==> src/rtl/spp_pkg.sv <==
// constants and types for the sixteen pin parallel port
//Contract
// - select bit 0 port, 1 alternate
// - data bus bit four strap sets selection
// - fixed alternate function per select bit
// - upper port pins beside address pins
// - transfer in progress spans back-to-back cycles
// - modifier outputs follow transfer kind
// - transfer type driven only as master
// - direction bit 0 input, 1 output
// - alternate pins ignore data and direction
// - input pin read returns pin level
// - input pin write stores, pin untouched
// - output pin driven from stored bit
// - data writable anytime, resets to zero
// - external masters reach port registers too
// - fixed offsets, sixteen bit read/write
package spp_pkg;
  localparam int unsigned PIN_W = 16;
  localparam int unsigned ADDR_W = 10;
  localparam logic [9:0] OFF_FUNC_SEL = 10'h004;
  localparam logic [9:0] OFF_DIR = 10'h244;
  localparam logic [9:0] OFF_DATA = 10'h248;
  localparam logic [15:0] DATA_RST = 16'h0000;
  localparam logic [15:0] DIR_RST = 16'h0000;
  localparam logic [15:0] FUNC_RST = 16'h0000;
  localparam logic [15:0] UNMAPPED_RD = 16'h0000;
  localparam int unsigned PIN_ADDR_LSB = 8;
  localparam int unsigned PIN_TIP = 7;
  localparam int unsigned PIN_DREQ0 = 6;
  localparam int unsigned PIN_DREQ1 = 5;
  localparam int unsigned PIN_TM_LSB = 2;
  localparam int unsigned PIN_TT_LSB = 0;
  localparam logic [2:0] TM_CPU_SPACE = 3'h0;
  localparam logic [1:0] ALT_IN_OE = 2'h0;
  localparam logic [1:0] ALT_IN_OUT = 2'h0;

  typedef enum logic [2:0] {
    KIND_NORMAL = 3'b000,
    KIND_DMA = 3'b001,
    KIND_EMUL = 3'b010,
    KIND_CPU = 3'b011,
    KIND_IACK = 3'b100
  } spp_kind_t;

  typedef enum logic [1:0] {
    TT_NORMAL = 2'b00,
    TT_DMA = 2'b01,
    TT_EMUL = 2'b10,
    TT_CPU = 2'b11
  } spp_tt_t;

  typedef enum logic {
    BUS_IDLE = 1'b0,
    BUS_ACK = 1'b1
  } spp_bus_state_t;

  typedef struct packed {
    logic master;
    logic granted;
    logic in_transfer;
    spp_kind_t kind;
    logic [2:0] dma_ack;
    logic [2:0] emul_type;
    logic [2:0] iack_level;
    logic [7:0] addr_hi;
  } spp_bus_stat_t;

  typedef struct packed {
    logic sel;
    logic wr;
    logic ext;
    logic [9:0] addr;
    logic [15:0] wdata;
  } spp_reg_req_t;
endpackage : spp_pkg

==> src/rtl/spp_port.sv <==
// sixteen pin parallel port with per-pin function selection
`timescale 1ns/1ps
`default_nettype none
module spp_port (
  input wire logic clk_i,
  input wire logic resetn_i,
  input wire spp_pkg::spp_reg_req_t reg_req_i,
  output logic [15:0] reg_rdata_o,
  output logic reg_ack_o,
  input wire logic data_bus_bit_four_i,
  input wire spp_pkg::spp_bus_stat_t bus_stat_i,
  input wire logic [15:0] port_pin_i,
  output logic [15:0] port_pin_o,
  output logic [15:0] port_pin_oe_o,
  output logic [1:0] dma_request_in_o,
  output logic [15:0] pin_function_select_o
);

  ////////////////////////////////////////////////////////////////////////////
  // registers and state

  logic [15:0] pin_function_select;
  logic [15:0] port_pin_direction;
  logic [15:0] port_pin_data;
  logic strap_done;
  spp_pkg::spp_bus_state_t state;
  spp_pkg::spp_bus_state_t next_state;
  logic [15:0] pin_sync;

  ////////////////////////////////////////////////////////////////////////////
  // input synchroniser

  spp_sync #(
    .W(spp_pkg::PIN_W)
  ) u_sync (
    .clk_i(clk_i),
    .resetn_i(resetn_i),
    .d_i(port_pin_i),
    .q_o(pin_sync)
  );

  ////////////////////////////////////////////////////////////////////////////
  // register bus decode

  wire take = reg_req_i.sel && (state == spp_pkg::BUS_IDLE) && strap_done;
  wire take_wr = take && reg_req_i.wr;
  // external and internal masters decode alike
  wire hit_func = (reg_req_i.addr == spp_pkg::OFF_FUNC_SEL);
  wire hit_dir = (reg_req_i.addr == spp_pkg::OFF_DIR);
  wire hit_data = (reg_req_i.addr == spp_pkg::OFF_DATA);
  wire wr_func = take_wr && hit_func;
  wire wr_dir = take_wr && hit_dir;
  wire wr_data = take_wr && hit_data;

  logic [15:0] data_view;
  logic [15:0] next_rdata;

  always_comb begin
    if (hit_func) begin
      next_rdata = pin_function_select;
    end else if (hit_dir) begin
      next_rdata = port_pin_direction;
    end else if (hit_data) begin
      next_rdata = data_view;
    end else begin
      next_rdata = spp_pkg::UNMAPPED_RD;
    end
  end

  always_comb begin
    case (state)
      spp_pkg::BUS_IDLE: begin
        next_state = take ? spp_pkg::BUS_ACK : spp_pkg::BUS_IDLE;
      end
      spp_pkg::BUS_ACK: begin
        next_state = spp_pkg::BUS_IDLE;
      end
      default: begin
        next_state = spp_pkg::BUS_IDLE;
      end
    endcase
  end

  always_ff @(posedge clk_i or negedge resetn_i) begin
    if (!resetn_i) begin
      state <= spp_pkg::BUS_IDLE;
      reg_rdata_o <= spp_pkg::UNMAPPED_RD;
    end else begin
      state <= next_state;
      if (take && !reg_req_i.wr) begin
        reg_rdata_o <= next_rdata;
      end
    end
  end

  assign reg_ack_o = (state == spp_pkg::BUS_ACK);

  ////////////////////////////////////////////////////////////////////////////
  // function select, loaded from the strap once after reset release

  always_ff @(posedge clk_i or negedge resetn_i) begin
    if (!resetn_i) begin
      strap_done <= 1'b0;
      pin_function_select <= spp_pkg::FUNC_RST;
    end else if (!strap_done) begin
      strap_done <= 1'b1;
      pin_function_select <= {spp_pkg::PIN_W{data_bus_bit_four_i}};
    end else if (wr_func) begin
      pin_function_select <= reg_req_i.wdata;
    end
  end

  always_ff @(posedge clk_i or negedge resetn_i) begin
    if (!resetn_i) begin
      port_pin_direction <= spp_pkg::DIR_RST;
    end else if (wr_dir) begin
      port_pin_direction <= reg_req_i.wdata;
    end
  end

  // accepted whatever the selection or direction
  always_ff @(posedge clk_i or negedge resetn_i) begin
    if (!resetn_i) begin
      port_pin_data <= spp_pkg::DATA_RST;
    end else if (wr_data) begin
      port_pin_data <= reg_req_i.wdata;
    end
  end

  assign pin_function_select_o = pin_function_select;

  ////////////////////////////////////////////////////////////////////////////
  // alternate system functions

  wire [2:0] tm_val =
    (bus_stat_i.kind == spp_pkg::KIND_DMA) ? bus_stat_i.dma_ack :
    (bus_stat_i.kind == spp_pkg::KIND_EMUL) ? bus_stat_i.emul_type :
    (bus_stat_i.kind == spp_pkg::KIND_IACK) ? bus_stat_i.iack_level :
    spp_pkg::TM_CPU_SPACE;
  wire [1:0] tt_val =
    (bus_stat_i.kind == spp_pkg::KIND_DMA) ? spp_pkg::TT_DMA :
    (bus_stat_i.kind == spp_pkg::KIND_EMUL) ? spp_pkg::TT_EMUL :
    (bus_stat_i.kind == spp_pkg::KIND_CPU) ? spp_pkg::TT_CPU :
    (bus_stat_i.kind == spp_pkg::KIND_IACK) ? spp_pkg::TT_CPU :
    spp_pkg::TT_NORMAL;
  // level from the bus controller stays high across back-to-back cycles
  wire tip_val = bus_stat_i.granted && bus_stat_i.in_transfer;
  wire mst = bus_stat_i.master;

  // pin order 15..0: address hi, tip, request inputs, modifiers, type
  wire [15:0] alt_out = {bus_stat_i.addr_hi, tip_val, spp_pkg::ALT_IN_OUT,
                         tm_val, tt_val};
  wire [15:0] alt_oe = {{8{mst}}, 1'b1, spp_pkg::ALT_IN_OE,
                        {3{mst}}, {2{mst}}};

  ////////////////////////////////////////////////////////////////////////////
  // per-pin multiplexing

  logic [15:0] next_pin_out;
  logic [15:0] next_pin_oe;

  genvar b;
  generate
    for (b = 0; b < spp_pkg::PIN_W; b++) begin : g_pin
      // each pin decided by its own select bit only
      assign next_pin_out[b] = pin_function_select[b] ? alt_out[b]
                                                      : port_pin_data[b];
      assign next_pin_oe[b] = pin_function_select[b] ? alt_oe[b]
                                                     : port_pin_direction[b];
      assign data_view[b] = (!pin_function_select[b] && !port_pin_direction[b])
                            ? pin_sync[b] : port_pin_data[b];
    end
  endgenerate

  always_ff @(posedge clk_i or negedge resetn_i) begin
    if (!resetn_i) begin
      port_pin_o <= 16'h0000;
      port_pin_oe_o <= 16'h0000;
    end else begin
      port_pin_o <= next_pin_out;
      port_pin_oe_o <= next_pin_oe;
    end
  end

  // request inputs reach the dma engine only when selected
  always_ff @(posedge clk_i or negedge resetn_i) begin
    if (!resetn_i) begin
      dma_request_in_o <= 2'h0;
    end else begin
      dma_request_in_o[0] <= pin_function_select[spp_pkg::PIN_DREQ0]
                             && pin_sync[spp_pkg::PIN_DREQ0];
      dma_request_in_o[1] <= pin_function_select[spp_pkg::PIN_DREQ1]
                             && pin_sync[spp_pkg::PIN_DREQ1];
    end
  end
endmodule : spp_port
`default_nettype wire

==> src/rtl/spp_sync.sv <==
// two flip-flop level synchroniser for the pin inputs
`timescale 1ns/1ps
`default_nettype none
module spp_sync #(
  parameter int unsigned W = 16
) (
  input wire logic clk_i,
  input wire logic resetn_i,
  input wire logic [W-1:0] d_i,
  output logic [W-1:0] q_o
);
  logic [W-1:0] meta;

  // first stage feeds only the second stage
  always_ff @(posedge clk_i or negedge resetn_i) begin
    if (!resetn_i) begin
      meta <= '0;
      q_o <= '0;
    end else begin
      meta <= d_i;
      q_o <= meta;
    end
  end
endmodule : spp_sync
`default_nettype wire

==> config.mk <==
export PLATFORM = sky130hd
export DESIGN_NAME = spp_port
export DESIGN_NICKNAME = d
export VERILOG_FILES = /design/src/rtl/spp_pkg.sv /design/src/rtl/spp_port.sv /design/src/rtl/spp_sync.sv
export SDC_FILE = /design/constraint.sdc
export NUM_CORES = 1
export LEC_CHECK = 0
export BUFFER_PORTS_ARGS = -buffer_cell sky130_fd_sc_hd__buf_2
export CAP_MARGIN = 20
export CORE_MARGIN = 4
export CORE_UTILIZATION = 53
export DETAILED_ROUTE_END_ITERATION = 8
export PLACE_DENSITY = 0.8
export SLEW_MARGIN = 20
export SYNTH_ARGS = -nofsm -noshare
export SYNTH_HDL_FRONTEND = slang
export SYNTH_SLANG_ARGS = --single-unit
export TNS_END_PERCENT = 30
==> constraint.sdc <==
create_clock -name clk_i -period 2.1 [get_ports clk_i]
set_input_delay 0.63 -clock clk_i [delete_from_list [all_inputs] [get_ports clk_i]]
set_output_delay 0.63 -clock clk_i [all_outputs]
set_load 0.02 [all_outputs]
* Yosys cells after proc, flatten, opt, wreduce, memory -nomap -nowiden
Index checks and enable logic that the tools add are counted.
Operators by class: add/subtract/negate cells 0, multiply operators 0, divide/modulo/power cells 0, $lt $le $gt $ge 0, eq/ne operators 8, shift operators 0, multiplexer cells 62, bitwise logic cells 1, reductions and logical operators 59
Operator list (count):
- two-way mux 16 bit | 5
- two-way mux 1 bit | 49
- zero test 1 bit | 33
- logical AND 1 bit | 26
- == test 10 bit, second input constant | 2
- == test 10 x 3 -> 1 bit, second input constant | 1
- two-way mux 3 bit | 3
- two-way mux 2 bit | 4
- == test 3 x 2 -> 1 bit, second input constant | 2
- == test 3 x 1 -> 1 bit, second input constant | 1
- == test 3 bit, second input constant | 1
- inequality test 2 x 1 -> 1 bit, second input constant | 1
- one-hot mux 1 bit (2 select lines) | 1
- inverter 1 bit | 1
Storage, ports and cells: bits in registers 132, bits in latches 0, memory bits (writable) 0, bits in read-only memories 0, input port bits 71, output and inout bits 67, word-level logic and storage cells 141, memories 0

* Logic depth before layout (Yosys ltp)
depth after elaboration 7, mapped depth 6, gate-level depth less buffers 4

* Cells and area by module
Synthesis repeated with hierarchy kept, for this count alone.
Second synthesis, totals: cells, all modules 407, area total of the unflattened synthesis 5308.8 um^2
Modules (own cells, without submodules):
- spp_port | times used 1, cells each 375, area each 4508.1 um^2, sequential area each 2502.4 um^2
- spp_sync | times used 1, cells each 32, area each 800.8 um^2, sequential area each 800.8 um^2

* Worst setup path before layout
Ideal clock, no wire load.
path kind input port to flip-flop, from input reg_req_i[21] (netlist bit), to register port_pin_data[10], library setup time 0.125 ns, arrival time 1.728 ns, data required time 1.975 ns, setup slack 0.247 ns, stages 5, buffers on the path 1, path through nor4_4 -> and2_4 -> nand3_4 -> buf_6 -> mux2_4
On the way: word-level cells in the longest chain between the ends 2
Ends and longest elaborated chain:
- start: declaration | RTL line spp_port.sv:7 | input wire spp_pkg::spp_reg_req_t reg_req_i,
- == test 10 bit | RTL line spp_port.sv:50 | wire hit_data = (reg_req_i.addr == spp_pkg::OFF_DATA);
- logical AND 1 bit | RTL line spp_port.sv:53 | wire wr_data = take_wr && hit_data;
- end signal: assignment | RTL line spp_port.sv:124 | port_pin_data <= spp_pkg::DATA_RST;
- end signal: assignment | RTL line spp_port.sv:126 | port_pin_data <= reg_req_i.wdata;
- end: declaration | RTL line spp_port.sv:24 | logic [15:0] port_pin_data;
No other way between the ends. A chain may end at the register's enable or synchronous reset.

* Worst setup path after layout
from register pin_function_select[7] (netlist: pin_function_select_o[7]), to output pin_function_select_o[7]
RTL lines:
- start: declaration | RTL line spp_port.sv:22 | logic [15:0] pin_function_select;
- start signal: assignment | RTL line spp_port.sv:104 | pin_function_select <= spp_pkg::FUNC_RST;
- start signal: assignment | RTL line spp_port.sv:107 | pin_function_select <= {spp_pkg::PIN_W{data_bus_bit_four_i}};
- start signal: assignment | RTL line spp_port.sv:109 | pin_function_select <= reg_req_i.wdata;
- end: declaration | RTL line spp_port.sv:16 | output logic [15:0] pin_function_select_o
No word-level cell between the ends.

==> key figures <==
Finish
  • Final Non-Filler Cells: about 700
  • Area of the multi-input gates: 1933 sq um
  • Antenna Cells: 0
  • Share of post-route cells with drive strength above 1: a little over two fifths
  • FF/Latch Area: about 3300 sq um
  • Nets@finish: between 600 and 700
  • Layout area overhead: 27.18%
  • Most frequent cells in the layout: buf_2, dfrtp_1, nor2_1, a21oi_1, mux2_2
  • Fill count: 712
  • Commonest non-fill, non-tap cell in the layout: buf_2

Detailed routing
  • Via/cell ratio: approximately 5.6
  • Final ANT Viol Nets: 0
  • DR WL met2: between 6000 and 7000 um
  • First-pass DRT Iterations: 4
  • Vias: around 4000
  • Routed length per instance: approximately 19 um
  • WL met3: ~1100 um
  • Final wirelength: ~13000 um
  • M1 WL: ~5200 um
  • DR top layer: met4
  • Iter 0 DRT Violations: 170
  • Number of remaining DRC errors: 0

Yosys
  • Syn Area/Cell: roughly 13 sq um
  • Cell count after synthesis: between 400 and 500
  • Yosys reg bits: roughly 130
  • Post-Syn Nets: approximately 480
  • Synth warn: 0
  • Post-synth EDFFs: 0
  • Register area share after synthesis: approximately three fifths
  • Synthesized area: between 5000 and 6000 sq um
  • Synth async-reset ratio: between 90% and 100%
  • Most common flop cell mapped by yosys: dfrtp_1
  • Yosys cell types: 38

STA
  • Clk_skew: 7.070 ps
  • RSZ-0062 raised after global routing: false
  • Worst-Margin Slew: slightly above 1000 ps
  • Final period utilization: around 90%
  • Final worst setup slack: 234.6 ps
  • Max_slew headroom: between 30 and 40%
  • FMAX: roughly 0.54 GHz
  • Final hold slack: approximately 200 ps
  • Final Hold Vio Count: 0
  • Post-route setup TNS: 0 ps
  • Slew Limit Fails: 0
  • # setup viols final: 0
  • Post-layout min period: about 1900 ps

Floorplanning
  • Initial Utilization: 54.63%
  • Rows: 36
  • Ports: about 140
  • Die Area: 11750 sq um
  • Core ar.: 9774 sq um
  • Die width: 108.4 um
  • Die height: between 100 and 150 um

Clock tree
  • Worst-Skew Late Latency: 530 ps
  • Hold_buf cts: 1
  • Clock transition at path regs: about 60 ps
  • Clock Sink Count: around 130
  • Clock buffer depth: 2
  • CTS tree: built
  • Post-CTS Resized: 0
  • Max H-tree Level: 4
  • Post-CTS setup buffers: 0
  • Root Buffer: clkbuf_8
  • Inserted Clock Buffers: 17

Critical path
  • Worst path cell trace: buf_2
  • Slowest cell on the critical path: dfrtp_1
  • Worst EP required: 1470 ps
  • CP startpoint: pin_function_select_o[7]$_DFFE_PN0P_
  • Crit path buf inv count: 1
  • Crit-path max cell delay: between 400 and 500 ps
  • Cell count along the critical path: 1
  • Crit Path Max Fanout: 7
  • Worst reg2reg path endpoint: reg_rdata_o[1]$_DFFE_PN0P_
  • Reg2Reg Setup Slack: 420 ps
  • Critical Path Start Type: flip-flop
  • Crit. End Element: primary output
  • Worst r2r src: reg_ack_o$_DFF_PN0_
  • Crit Path Class: flip-flop to primary output
  • Reg2reg path depth: 6
  • Setup crit end: pin_function_select_o[7]
  • CP top delay family: flip-flops
  • Worst EP arrival: ~1200 ps

GRT
  • Total GRT Usage: a little under a quarter
  • Largest net degree at the start of global routing: 50
  • Grt total ovfl: 0
  • Initial antenna violation count: 0
  • Vias in the first global route: around 4100
  • First-pass GRT wire length: between 20000 and 25000 um

Power and ir drop
  • Power Dens Cells: about 860 nW/um^2
  • LEAKAGE: between 3 and 4 nW
  • Total power: 5.807 mW
  • Maximum vdd drop: 712.4 uV

Run
  • Max-Cap Viols: 0

Placement
  • Routability cong.: roughly 0.79
  • Worst slack at placement: -31.20 ps
  • Number of port buffers: 136
  • Hpwl dp: about 8600 um
  • Cell Count Post-Placement: a little under 700

Min path
  • Worst hold-check path type: primary input to flip-flop

Outcome
  • Status: finished, final reports clean
==> worst min path at each step <==
stage                              startpoint                             to  slack [ps]  cells after the start
floorplan                            resetn_i  dma_request_in_o[0]$_DFF_PN0_         330                      0
global placement    u_sync.meta[12]$_DFF_PN0_       u_sync.q_o[12]$_DFF_PN0_         330                      0
detailed placement   u_sync.meta[1]$_DFF_PN0_        u_sync.q_o[1]$_DFF_PN0_         340                      0
CTS                             port_pin_i[6]       u_sync.meta[6]$_DFF_PN0_         190                      1
global route                   port_pin_i[11]      u_sync.meta[11]$_DFF_PN0_         190                      1
finish                         port_pin_i[11]      u_sync.meta[11]$_DFF_PN0_         200                      1
==> layout make-up <==
| cell class | count | area share [%] |
|---|---|---|
| clock buffer | 22 | 6.522 |
| tap | 133 | 2.450 |
| clock inverter | 7 | 0.8843 |
| multi-input combinational | 252 | 28.46 |
| timing repair buffer | 154 | 12.88 |
| sequential | 132 | 48.64 |
| inverter | 3 | 0.1658 |
==> synthesized netlist by cell type, drive strengths merged (2+ instances only) <==
| cell | instances | share of area (%) |
|---|---|---|
| a21o | 11 | 1.5 |
| a21oi | 39 | 3.7 |
| a221oi | 4 | 0.66 |
| a22o | 13 | 2.1 |
| a22oi | 26 | 3.7 |
| and2 | 3 | 0.40 |
| and4b | 2 | 0.37 |
| buf | 10 | 1.3 |
| clkbuf | 8 | 0.56 |
| dfrtp | 132 | 62 |
| inv | 3 | 0.21 |
| mux2 | 58 | 14 |
| nand2 | 9 | 0.68 |
| nand3 | 4 | 0.84 |
| nor2 | 44 | 3.2 |
| nor2b | 9 | 1.2 |
| o21ai | 14 | 1.3 |
| o41ai | 5 | 0.82 |
==> power breakdown <==
part,internal [mW],total (mW),switching (mW)
Clock,1.56,2.53,0.971
Sequential,2.65,2.73,0.0809
Combinational,0.225,0.542,0.317
==> sequential cells by signal (all words and copies together), names as in the netlist <==
register and cells:
reg_rdata_o 16, u_sync.meta 16, strap_done 1, pin_function_select_o 16, reg_ack_o 1, u_sync.q_o 16, port_pin_data 16, port_pin_o 16
port_pin_direction 16, dma_request_in_o 2, port_pin_oe_o 16
==> cells by family (layout without fill, tap and decap cells) <==
group,after synthesis,after routing,share of synthesized area (%)
and+or+nand+nor,81,81,8.622
buffers and inverters,21,186,2.038
DFF,132,132,61.86
AOI/OAI and AO/OA,112,112,13.78
other,1,1,0.07022
muxes,58,58,13.64
==> through the flow <==
step           area [sq um]  utilization [%]
2_1_floorplan          5340                -
5_1_grt                6792            69.48
3_3_place_gp           6279            64.23
6_report               6792            69.48
3_5_place_dp           6279            64.23
4_1_cts                6792            69.48
==> layer usage <==
layer / track usage, % / vias to the layer above
met3: 6.507 / 26
met4: 9.017 / 0
li1: - / 1780
met1: 30.18 / 1992
met2: 39.52 / 160
met5: 0 / -
(Power assumes the default switching activity.)
